[src/inc/hcg_pkg.sv]
// shared constants and types for the configuration lock, pin mode and pwm block
package hcg_pkg;

    // ------------------------------------------------------------------
    // serial frame
    // ------------------------------------------------------------------
    localparam int          ADDR_W         = 7;
    localparam int          DATA_W         = 8;
    localparam int          CNT_W          = 5;
    localparam logic [4:0]  FRAME_BITS     = 5'h10;
    localparam logic [4:0]  ADDR_DONE_BITS = 5'h07;
    localparam logic [4:0]  MISO_SHIFT_MIN = 5'h09;
    localparam int          WR_FLAG_BIT    = 7;
    localparam int          ADDR_LSB       = 9;
    localparam int          DATA_LSB       = 8;

    // synchroniser lanes
    localparam int          SYNC_W         = 4;
    localparam int          LN_MOSI        = 0;
    localparam int          LN_SCLK        = 1;
    localparam int          LN_CS_N        = 2;
    localparam int          LN_PIN         = 3;
    localparam logic [3:0]  SYNC_RST       = 4'h4;

    // ------------------------------------------------------------------
    // register offsets
    // ------------------------------------------------------------------
    localparam logic [6:0]  ADDR_HW_CTRL_TWO   = 7'h0f;
    localparam logic [6:0]  ADDR_PIN_FUNC_SEL  = 7'h17;
    localparam logic [6:0]  ADDR_PULSE_DUTY    = 7'h18;
    localparam logic [6:0]  ADDR_PULSE_RATE    = 7'h1c;

    // ------------------------------------------------------------------
    // reset values and writable masks
    // ------------------------------------------------------------------
    localparam logic [7:0]  HW2_POR        = 8'h40;
    localparam logic [7:0]  PIN_POR        = 8'h00;
    localparam logic [7:0]  DUTY_POR       = 8'h00;
    localparam logic [7:0]  RATE_POR       = 8'h00;
    localparam logic [7:0]  HW2_MASK       = 8'hfd;
    localparam logic [7:0]  LOCK1_MASK     = 8'h01;
    localparam logic [7:0]  PIN_MASK       = 8'h07;
    localparam logic [7:0]  DUTY_MASK      = 8'hff;
    localparam logic [7:0]  RATE_MASK      = 8'h03;
    localparam logic [7:0]  RATE_KEEP_MASK = 8'h01;

    // ------------------------------------------------------------------
    // field positions
    // ------------------------------------------------------------------
    localparam int          SFREQ_MSB      = 7;
    localparam int          SFREQ_LSB      = 5;
    localparam int          PEAK_BIT       = 4;
    localparam int          SPREAD_MSB     = 3;
    localparam int          SPREAD_LSB     = 2;
    localparam int          LOCK1_BIT      = 0;
    localparam int          MODE_MSB       = 2;
    localparam int          RATE_MSB       = 1;

    // ------------------------------------------------------------------
    // pin mode codes
    // ------------------------------------------------------------------
    localparam logic [2:0]  PM_FAIL_A      = 3'h0;
    localparam logic [2:0]  PM_FAIL_LAST   = 3'h2;
    localparam logic [2:0]  PM_CYCLIC_HS   = 3'h3;
    localparam logic [2:0]  PM_OFF         = 3'h4;
    localparam logic [2:0]  PM_WAKE        = 3'h5;
    localparam logic [2:0]  PM_PWM_LS      = 3'h6;
    localparam logic [2:0]  PM_PWM_HS      = 3'h7;

    // ------------------------------------------------------------------
    // timing
    // ------------------------------------------------------------------
    localparam int          SYS_CLK_HZ     = 100_000_000;
    localparam int          WAKE_FILT_US   = 16;
    localparam int          WAKE_FILT_CYC  = SYS_CLK_HZ / 1_000_000 * WAKE_FILT_US;
    localparam int          WAKE_CNT_W     = 11;
    localparam int          PWM_STEPS      = 255;
    localparam logic [7:0]  PWM_LAST_STEP  = 8'hfe;
    localparam logic [7:0]  DUTY_OFF       = 8'h00;
    localparam logic [7:0]  DUTY_FULL      = 8'hff;
    localparam int          RATE0_HZ       = 100;
    localparam int          RATE1_HZ       = 200;
    localparam int          RATE2_HZ       = 325;
    localparam int          RATE3_HZ       = 400;
    localparam int          DIV_W          = 12;
    localparam logic [11:0] DIV0 = 12'(SYS_CLK_HZ / (RATE0_HZ * PWM_STEPS));
    localparam logic [11:0] DIV1 = 12'(SYS_CLK_HZ / (RATE1_HZ * PWM_STEPS));
    localparam logic [11:0] DIV2 = 12'(SYS_CLK_HZ / (RATE2_HZ * PWM_STEPS));
    localparam logic [11:0] DIV3 = 12'(SYS_CLK_HZ / (RATE3_HZ * PWM_STEPS));

    // ------------------------------------------------------------------
    // carriers
    // ------------------------------------------------------------------
    typedef struct packed {
        logic [2:0] switch_freq_sel;
        logic       peak_current_thr_sel;
        logic [1:0] spread_mod_rate;
        logic       lock1;
    } hcg_cfg_t;

    typedef struct packed {
        logic       fail_output;
        logic       hs_on;
        logic       ls_on;
        logic       wake_src_failsafe;
    } hcg_pin_t;

endpackage
[src/hw/hcg_config_regs.sv]
// configuration registers with lock, pin mode selector and pwm behind serial port
//
// Function
// - bits 7:5 select switching frequency, 2.2 default
// - bit 4 selects low or high peak
// - bits 3:2 select spread spectrum rate
// - reserved bits always read as zero
// - lock one freezes lockable bits until power-up
// - lock enforced from chip-select rise after write
// - lock protects itself, survives soft reset
// - locked soft reset keeps configured values
// - power-up defaults, low-power exits keep values, clear rate bit 1
// - pin mode codes: fail, off, pwm sides
// - code 011 high side gated by timer
// - code 101 wake input, 16 us filter
// - restart pin mode depends on current mode
// - wake-mode pin is fail-safe wake source
// - duty 0 off, 255 on, else n/255
// - new duty applied after current period
// - bits 1:0 select 100/200/325/400 hz
// - rate change applied after current period
// - lock zero blocks pin mode writes
`timescale 1ns/1ps
`default_nettype none

module hcg_config_regs
    import hcg_pkg::*;
(
    // clock and reset
    input  wire logic     i_sys_clk,
    input  wire logic     i_rst,
    // serial port
    input  wire logic     i_spi_cs_n,
    input  wire logic     i_spi_sclk,
    input  wire logic     i_spi_mosi,
    output logic          o_spi_miso,
    output logic          o_spi_miso_oe,
    // device state
    input  wire logic     i_soft_rst,
    input  wire logic     i_restart,
    input  wire logic     i_cfg_lock0,
    input  wire logic     i_cs_timer_on,
    input  wire logic     i_fail_req,
    // multi-function pin
    input  wire logic     i_pin_in,
    output hcg_pin_t      o_pin,
    output logic          o_wake_event,
    output logic          o_wake_level,
    // applied settings
    output hcg_cfg_t      o_cfg,
    output logic          o_pwm_wrap
);

    logic [SYNC_W-1:0]     sync1_reg;
    logic [SYNC_W-1:0]     sync2_reg;
    logic [SYNC_W-1:0]     sync3_reg;
    logic [SYNC_W-1:0]     filt_reg;
    logic [SYNC_W-1:0]     filt_d_reg;
    logic                  sclk_rise;
    logic                  sclk_fall;
    logic                  cs_rise;
    logic                  cs_fall;
    logic                  cs_low;
    logic [CNT_W-1:0]      bit_cnt_reg;
    logic [15:0]           shift_in_reg;
    logic [7:0]            miso_shift_reg;
    logic                  frame_ok;
    logic                  wr_stb;
    logic [ADDR_W-1:0]     wr_addr;
    logic [DATA_W-1:0]     wr_data;
    logic [7:0]            hw2_reg;
    logic [7:0]            pin_reg;
    logic [7:0]            duty_reg;
    logic [7:0]            rate_reg;
    logic                  lock1;
    logic [2:0]            mode;
    logic                  pwm_on;
    logic                  wake_lvl_reg;
    logic [WAKE_CNT_W-1:0] wake_cnt_reg;

    // ------------------------------------------------------------------
    // helpers
    // ------------------------------------------------------------------
    // register read with reserved bits forced low
    function automatic logic [7:0] read_mux(input logic [ADDR_W-1:0] a,
                                            input logic [7:0] h2,
                                            input logic [7:0] pf,
                                            input logic [7:0] du,
                                            input logic [7:0] ra);
        if (a == ADDR_HW_CTRL_TWO)
            read_mux = h2 & HW2_MASK;
        else if (a == ADDR_PIN_FUNC_SEL)
            read_mux = pf & PIN_MASK;
        else if (a == ADDR_PULSE_DUTY)
            read_mux = du & DUTY_MASK;
        else if (a == ADDR_PULSE_RATE)
            read_mux = ra & RATE_MASK;
        else
            read_mux = 8'h00;
    endfunction

    // pin mode kept or dropped to off by restart
    function automatic logic [7:0] pin_restart(input logic [7:0] pf);
        if (pf[MODE_MSB:0] == PM_CYCLIC_HS || pf[MODE_MSB:0] == PM_PWM_LS ||
            pf[MODE_MSB:0] == PM_PWM_HS)
            pin_restart = {5'h00, PM_OFF};
        else
            pin_restart = pf & PIN_MASK;
    endfunction

    // ------------------------------------------------------------------
    // pin synchronisers
    // ------------------------------------------------------------------
    always_ff @(posedge i_sys_clk or posedge i_rst) begin
        if (i_rst) begin
            sync1_reg <= SYNC_RST;
            sync2_reg <= SYNC_RST;
            sync3_reg <= SYNC_RST;
        end else begin
            sync1_reg <= {i_pin_in, i_spi_cs_n, i_spi_sclk, i_spi_mosi};
            sync2_reg <= sync1_reg;
            sync3_reg <= sync2_reg;
        end
    end

    // a lane changes only once stages two and three agree
    always_ff @(posedge i_sys_clk or posedge i_rst) begin
        if (i_rst) begin
            filt_reg   <= SYNC_RST;
            filt_d_reg <= SYNC_RST;
        end else begin
            for (int i = 0; i < SYNC_W; i++) begin
                if (sync2_reg[i] == sync3_reg[i])
                    filt_reg[i] <= sync3_reg[i];
            end
            filt_d_reg <= filt_reg;
        end
    end

    assign cs_low    = ~filt_reg[LN_CS_N];
    assign cs_rise   = filt_reg[LN_CS_N] & ~filt_d_reg[LN_CS_N];
    assign cs_fall   = ~filt_reg[LN_CS_N] & filt_d_reg[LN_CS_N];
    assign sclk_rise = cs_low & filt_reg[LN_SCLK] & ~filt_d_reg[LN_SCLK];
    assign sclk_fall = cs_low & ~filt_reg[LN_SCLK] & filt_d_reg[LN_SCLK];

    // ------------------------------------------------------------------
    // serial frame: lsb first, addr 6:0, write flag, data
    // ------------------------------------------------------------------
    always_ff @(posedge i_sys_clk or posedge i_rst) begin
        if (i_rst) begin
            bit_cnt_reg  <= '0;
            shift_in_reg <= '0;
        end else if (cs_fall) begin
            bit_cnt_reg  <= '0;
        end else if (sclk_rise) begin
            shift_in_reg <= {filt_reg[LN_MOSI], shift_in_reg[15:1]};
            if (bit_cnt_reg <= FRAME_BITS)
                bit_cnt_reg <= bit_cnt_reg + 5'h01;
        end
    end

    always_ff @(posedge i_sys_clk or posedge i_rst) begin
        if (i_rst) begin
            miso_shift_reg <= '0;
        end else if (cs_fall) begin
            miso_shift_reg <= '0;
        end else if (sclk_rise && bit_cnt_reg == ADDR_DONE_BITS) begin
            miso_shift_reg <= read_mux(shift_in_reg[15:ADDR_LSB], hw2_reg, pin_reg,
                                       duty_reg, rate_reg);
        end else if (sclk_fall && bit_cnt_reg >= MISO_SHIFT_MIN) begin
            miso_shift_reg <= {1'b0, miso_shift_reg[7:1]};
        end
    end

    always_ff @(posedge i_sys_clk or posedge i_rst) begin
        if (i_rst) begin
            o_spi_miso    <= 1'b0;
            o_spi_miso_oe <= 1'b0;
        end else begin
            o_spi_miso    <= miso_shift_reg[0];
            o_spi_miso_oe <= cs_low;
        end
    end

    // writes land on the chip-select rise of a whole frame
    assign frame_ok = cs_rise && (bit_cnt_reg == FRAME_BITS);
    assign wr_stb   = frame_ok && shift_in_reg[WR_FLAG_BIT];
    assign wr_addr  = shift_in_reg[ADDR_W-1:0];
    assign wr_data  = shift_in_reg[15:DATA_LSB];

    // ------------------------------------------------------------------
    // hardware control two
    // ------------------------------------------------------------------
    assign lock1 = hw2_reg[LOCK1_BIT];

    always_ff @(posedge i_sys_clk or posedge i_rst) begin
        if (i_rst) begin
            hw2_reg <= HW2_POR;
        end else if (i_soft_rst) begin
            if (!lock1)
                hw2_reg <= (HW2_POR & ~LOCK1_MASK) | (hw2_reg & LOCK1_MASK);
            // locked: soft reset keeps the configured content
        end else if (i_restart) begin
            hw2_reg <= hw2_reg;
        end else if (wr_stb && wr_addr == ADDR_HW_CTRL_TWO && !lock1) begin
            // lock bit seen is the one set by an earlier frame
            hw2_reg <= wr_data & HW2_MASK;
        end
    end

    // applied analog settings
    always_ff @(posedge i_sys_clk or posedge i_rst) begin
        if (i_rst) begin
            o_cfg <= '{switch_freq_sel: HW2_POR[SFREQ_MSB:SFREQ_LSB],
                       peak_current_thr_sel: HW2_POR[PEAK_BIT],
                       spread_mod_rate: HW2_POR[SPREAD_MSB:SPREAD_LSB],
                       lock1: HW2_POR[LOCK1_BIT]};
        end else begin
            o_cfg.switch_freq_sel      <= hw2_reg[SFREQ_MSB:SFREQ_LSB];
            o_cfg.peak_current_thr_sel <= hw2_reg[PEAK_BIT];
            o_cfg.spread_mod_rate      <= hw2_reg[SPREAD_MSB:SPREAD_LSB];
            o_cfg.lock1                <= lock1;
        end
    end

    // ------------------------------------------------------------------
    // pin function select
    // ------------------------------------------------------------------
    always_ff @(posedge i_sys_clk or posedge i_rst) begin
        if (i_rst) begin
            pin_reg <= PIN_POR;
        end else if (i_soft_rst && !i_cfg_lock0) begin
            pin_reg <= PIN_POR;
        end else if (i_soft_rst || i_restart) begin
            pin_reg <= pin_restart(pin_reg);
        end else if (wr_stb && wr_addr == ADDR_PIN_FUNC_SEL && !i_cfg_lock0) begin
            pin_reg <= wr_data & PIN_MASK;
        end
    end

    assign mode = pin_reg[MODE_MSB:0];

    // ------------------------------------------------------------------
    // pulse duty and rate
    // ------------------------------------------------------------------
    always_ff @(posedge i_sys_clk or posedge i_rst) begin
        if (i_rst) begin
            duty_reg <= DUTY_POR;
        end else if (i_soft_rst) begin
            duty_reg <= DUTY_POR;
        end else if (wr_stb && wr_addr == ADDR_PULSE_DUTY) begin
            duty_reg <= wr_data & DUTY_MASK;
        end
    end

    always_ff @(posedge i_sys_clk or posedge i_rst) begin
        if (i_rst) begin
            rate_reg <= RATE_POR;
        end else if (i_soft_rst) begin
            rate_reg <= RATE_POR;
        end else if (i_restart) begin
            rate_reg <= rate_reg & RATE_KEEP_MASK;
        end else if (wr_stb && wr_addr == ADDR_PULSE_RATE) begin
            rate_reg <= wr_data & RATE_MASK;
        end
    end

    hcg_pwm_gen u_pwm (
        .i_sys_clk (i_sys_clk),
        .i_rst     (i_rst),
        .i_duty    (duty_reg),
        .i_rate    (rate_reg[RATE_MSB:0]),
        .o_pwm_on  (pwm_on),
        .o_wrap    (o_pwm_wrap)
    );

    // ------------------------------------------------------------------
    // wake input filter
    // ------------------------------------------------------------------
    always_ff @(posedge i_sys_clk or posedge i_rst) begin
        if (i_rst) begin
            wake_lvl_reg <= 1'b0;
            wake_cnt_reg <= '0;
            o_wake_event <= 1'b0;
        end else begin
            o_wake_event <= 1'b0;
            if (mode != PM_WAKE) begin
                wake_lvl_reg <= filt_reg[LN_PIN];
                wake_cnt_reg <= '0;
            end else if (filt_reg[LN_PIN] == wake_lvl_reg) begin
                wake_cnt_reg <= '0;
            end else if (wake_cnt_reg == WAKE_CNT_W'(WAKE_FILT_CYC - 1)) begin
                // level stable for the full filter time
                wake_lvl_reg <= filt_reg[LN_PIN];
                wake_cnt_reg <= '0;
                o_wake_event <= 1'b1;
            end else begin
                wake_cnt_reg <= wake_cnt_reg + 11'h001;
            end
        end
    end

    assign o_wake_level = wake_lvl_reg;

    // ------------------------------------------------------------------
    // pin drive
    // ------------------------------------------------------------------
    always_ff @(posedge i_sys_clk or posedge i_rst) begin
        if (i_rst) begin
            o_pin <= '0;
        end else begin
            o_pin.fail_output       <= (mode <= PM_FAIL_LAST) && i_fail_req;
            o_pin.hs_on             <= ((mode == PM_CYCLIC_HS) && i_cs_timer_on) ||
                                       ((mode == PM_PWM_HS) && pwm_on);
            o_pin.ls_on             <= (mode == PM_PWM_LS) && pwm_on;
            o_pin.wake_src_failsafe <= (mode == PM_WAKE);
        end
    end

endmodule

`default_nettype wire

[src/hw/hcg_pwm_gen.sv]
// pwm duty and rate generator with period-boundary latching
`timescale 1ns/1ps
`default_nettype none

module hcg_pwm_gen
    import hcg_pkg::*;
(
    // clock and reset
    input  wire logic       i_sys_clk,
    input  wire logic       i_rst,
    // settings
    input  wire logic [7:0] i_duty,
    input  wire logic [1:0] i_rate,
    // output
    output logic            o_pwm_on,
    output logic            o_wrap
);

    logic [DIV_W-1:0] div_cnt_reg;
    logic [7:0]       step_reg;
    logic [7:0]       duty_act_reg;
    logic [1:0]       rate_act_reg;
    logic             div_done;
    logic             wrap;

    // ------------------------------------------------------------------
    // step divisor per rate
    // ------------------------------------------------------------------
    function automatic logic [DIV_W-1:0] rate_div(input logic [1:0] sel);
        unique case (sel)
            2'h0: rate_div = DIV0;
            2'h1: rate_div = DIV1;
            2'h2: rate_div = DIV2;
            2'h3: rate_div = DIV3;
        endcase
    endfunction

    assign div_done = (div_cnt_reg == rate_div(rate_act_reg) - 12'h001);
    assign wrap     = div_done && (step_reg == PWM_LAST_STEP);

    // 255 steps per period
    always_ff @(posedge i_sys_clk or posedge i_rst) begin
        if (i_rst) begin
            div_cnt_reg <= '0;
            step_reg    <= '0;
        end else if (div_done) begin
            div_cnt_reg <= '0;
            step_reg    <= wrap ? 8'h00 : step_reg + 8'h01;
        end else begin
            div_cnt_reg <= div_cnt_reg + 12'h001;
        end
    end

    // new settings only at the period wrap
    always_ff @(posedge i_sys_clk or posedge i_rst) begin
        if (i_rst) begin
            duty_act_reg <= DUTY_POR;
            rate_act_reg <= '0;
        end else if (wrap) begin
            duty_act_reg <= i_duty;
            rate_act_reg <= i_rate;
        end
    end

    // on for n of 255 steps, 0 off, 255 on
    always_ff @(posedge i_sys_clk or posedge i_rst) begin
        if (i_rst) begin
            o_pwm_on <= 1'b0;
            o_wrap   <= 1'b0;
        end else begin
            o_pwm_on <= (duty_act_reg == DUTY_FULL) ||
                        ((duty_act_reg != DUTY_OFF) && (step_reg < duty_act_reg));
            o_wrap   <= wrap;
        end
    end

endmodule

`default_nettype wire

[config.mk]
export PLATFORM = sky130hd
export DESIGN_NAME = hcg_config_regs
export DESIGN_NICKNAME = d
export VERILOG_FILES = /design/src/inc/hcg_pkg.sv /design/src/hw/hcg_config_regs.sv /design/src/hw/hcg_pwm_gen.sv
export SDC_FILE = /design/constraint.sdc
export NUM_CORES = 1
export LEC_CHECK = 0
export ABC_AREA = 1
export BUFFER_PORTS_ARGS = -buffer_cell sky130_fd_sc_hd__buf_2
export CORE_MARGIN = 3
export CORE_UTILIZATION = 50
export CTS_BUF_LIST = sky130_fd_sc_hd__clkbuf_8
export CTS_CLUSTER_DIAMETER = 60
export CTS_CLUSTER_SIZE = 40
export DETAILED_ROUTE_END_ITERATION = 12
export GPL_TIMING_DRIVEN = 0
export PLACE_DENSITY = 0.74
export SLEW_MARGIN = 0
export SYNTH_ARGS = -nofsm -noshare
export SYNTH_HDL_FRONTEND = slang
export SYNTH_HIERARCHICAL = 1
export SYNTH_SLANG_ARGS = --single-unit
[constraint.sdc]
create_clock -name i_sys_clk -period 7.6 [get_ports i_sys_clk]
set_clock_uncertainty 0.15 [all_clocks]
set_input_delay 1.14 -clock i_sys_clk [delete_from_list [all_inputs] [get_ports i_sys_clk]]
set_output_delay 1.14 -clock i_sys_clk [all_outputs]
set_load 0.005 [all_outputs]
==> impl_results.md <==
- Post-synthesis cell type count: 42
- Finished Core Util: 58.01%
- Post-CTS Hold Buffers: 0
- Clk pin slew, worst setup/hold paths: 80 ps
- IO buf count: 26
- Cell Area, Synth: 6226 µm²
- GR Util met2: 30.02%
- Core region area: 12110 µm²
- Synthesized area per cell: 8.671 µm²
- GPL Wtd Cong: 0.9441
- Drt pass-1 iters: 6
- Critical R2R Launch: u_pwm/rate_act_reg[0]$_DFFE_PP0P_
- Post-DP Area: 6596 µm²
- Vias after detailed routing: 4875
- Cells along the critical path: buf_2
- Total gr overflow: 0
- Die area: 13830 µm²
- Global routing usage on met1: 25.36%
- Clk_lat worst skew: 440 ps
- Max Fclk: 0.4270 GHz
- Fin worst setup slack: 5258 ps
- Status: finished clean
- Syn_nets: 749
- Pin count of the biggest net entering global routing: 78
- Critical Path Max Stage Delay: 520 ps
- Worst Setup EP: o_cfg[5]
- CP Data Arrival Time: 1050 ps
- Dpl cells: 913
- Tcrit/Tclk final: 30.82%
- Endpoints failing setup: 0
- Hold Path Class: register to register
- Io pins: 27
- Most frequent cells in the layout: nand2_1, dfrtp_1, inv_1, nor2_1, nand3_1
- Design area: 7025 µm²
- Depth of the CTS H-tree: 4
- GR Util All Layers: 19.07%
- Pwr/cell area: 219.4 nW/µm²
- First-pass GRT wire length: 21540 µm
- CP Max Fanout: 1
- Gr busiest metal: met2
- Crit path max-delay family: flip-flops
- Tmin final: 2342 ps
- Reg2Reg Depth: 14
- CTS root buf: clkbuf_8
- # rows: 40
- RSZ-0062 raised after global routing: no
- Nets@finish: 796
- Initial antenna violation count: 0
- Commonest non-fill, non-tap cell in the layout: nand2_1
- R2r setup slk: 5280 ps
- Max Cap Viol: 0
- Starting DRT DRC Count: 395
- Reg-to-Reg End: u_pwm/duty_act_reg[2]$_DFFE_PP0P_
- Area growth syn-to-layout: 12.84%
- WP depth: 1
- Wirelength per Cell: 13.29 µm
- Die height: 117.6 µm
- Worst hold slack: 200.7 ps
- Worst setup SP type: register
- CP endpoint kind: primary output
- Max reg flops: 16
- TNS Setup: 0 ps
- Clk sinks: 125
- Number of antenna diodes: 0
- Count of final hold-check violations: 0
- FF+latch count, synth: 125
- Met3 usage: 6.151%
- Post-Place Setup Slack: 5083 ps
- Syn Inst Count: 718
- Vias in the first global route: 4618
- CTS tree: built
- Rel. slew slack: 61.41%
- Antenna Nets Post-Route: 0
- DP Wirelength: 9046 µm
- Vias/cell: 5.153
- Worst setup path start: o_cfg[5]$_DFF_PP1_
- CTS resizes: 0
- Leakage: 3.483 nW
- Max rail drop VDD: 0.1791 mV
- Layout cells sized above 1: 16.71%
- DRC viols: 0
- Power consumption: 1.541 mW
- Critical path type: register to primary output
- Final Max Tran Viols: 0
- Die width: 117.6 µm
- Setup bufs post-CTS: 0
- Seq/Total Area, Yosys: 50.38%
- Non-Filler Instances: 946
- Required time of the critical path: 6310 ps
- Final WL: 12570 µm
- Cts bufs inserted: 17
- Syn. warnings: 6
- Clock buffer depth: 2
- Worst-Margin Slew: 576.7 ps
- Slowest-stage cell, CP: dfstp_2
- Worst path bufs/invs: 1
- Initial Util: 51.40%
synth_stat cells:
cell type	instances	area (µm²)
a211oi_1	1	7.510
a21o_1	2	15.01
a21oi_1	22	110.1
a31oi_1	1	6.260
buf_2	6	30.03
buf_4	2	15.01
buf_6	4	45.04
clkinv_1	2	7.510
dfrtp_1	118	2953
dfstp_2	7	183.9
ha_1	20	250.2
inv_1	78	292.8
inv_2	11	41.29
maj3_1	4	40.04
mux2_2	2	22.52
nand2_1	168	630.6
nand2_2	3	18.77
nand2_4	1	11.26
nand3_1	67	335.3
nand3_2	4	40.04
nand3b_1	1	7.510
nand4_1	13	81.33
nand4_2	2	25.02
nand4_4	1	21.27
nor2_1	71	266.5
nor2_2	8	50.05
nor2_4	5	56.30
nor3_1	4	20.02
nor3_2	1	10.01
nor3_4	3	48.80
nor3b_1	4	30.03
nor3b_2	1	12.51
nor4_1	4	25.02
o21a_1	1	7.510
o21ai_0	32	160.2
o21ai_1	8	40.04
o21ai_2	7	61.31
o21bai_1	2	15.01
o22ai_1	1	6.260
or2_2	1	6.260
xnor2_1	11	96.34
xor2_1	14	122.6
area by class of cell:
class | count | area [µm²]
fill | 1086 | 5086
sequential | 125 | 3137
multi-input combinational | 490 | 2658
inverter | 91 | 344.1
clock buffer | 17 | 234.0
tap | 168 | 210.2
timing repair buffer | 28 | 185.2
clock inverter | 15 | 167.7
buffer | 12 | 90.09
worst min path at each step:
stage / startpoint / endpoint / slack (ps) / cells past startpoint
5_1_grt: sync1_reg[3]$_DFF_PP0_ / sync2_reg[3]$_DFF_PP0_ / 210 / 0
4_1_cts: sync1_reg[3]$_DFF_PP0_ / sync2_reg[3]$_DFF_PP0_ / 200 / 0
3_3_place_gp: sync1_reg[3]$_DFF_PP0_ / sync2_reg[3]$_DFF_PP0_ / 180 / 0
3_5_place_dp: sync1_reg[3]$_DFF_PP0_ / sync2_reg[3]$_DFF_PP0_ / 180 / 0
6_report: sync1_reg[3]$_DFF_PP0_ / sync2_reg[3]$_DFF_PP0_ / 200 / 0
2_1_floorplan: sync1_reg[0]$_DFF_PP0_ / sync2_reg[0]$_DFF_PP0_ / 180 / 0
worst register-to-register path: cells and delay by family, from the launching register on:
kind	cells	cell delay [ps]
AND/OR/NAND/NOR	9	800
buffers and inverters	4	510
flip-flops	1	450
adder cells (fa/ha/maj)	1	310
logic make-up after synthesis:
| logic type | after synthesis | share of synthesized area, % |
|---|---|---|
| xor gates and xnor gates | 25 | 3.517 |
| adders and majority gates | 24 | 4.662 |
| and+or+nand+nor | 362 | 27.25 |
| AOI/OAI and AO/OA | 77 | 6.893 |
| buffers and inverters | 103 | 6.933 |
| muxes | 2 | 0.3617 |
| DFF | 125 | 50.38 |
per-layer routing:
layer	wire length, µm	part of all wire (%)	up-vias
met3	703	5.6	19
li1	-	-	2411
met5	0	0	-
met2	5970	47	132
met1	5705	45	2313
met4	193	1.5	0
power by group:
part / internal, mW / leakage, nW / switching (mW)
Sequential: 0.724 / 1.63 / 0.0525
Combinational: 0.0598 / 1.66 / 0.118
Clock: 0.275 / 0.199 / 0.312
Total: 1.06 / 3.48 / 0.482
No activity file was read; power rests on OpenSTA's default activity.
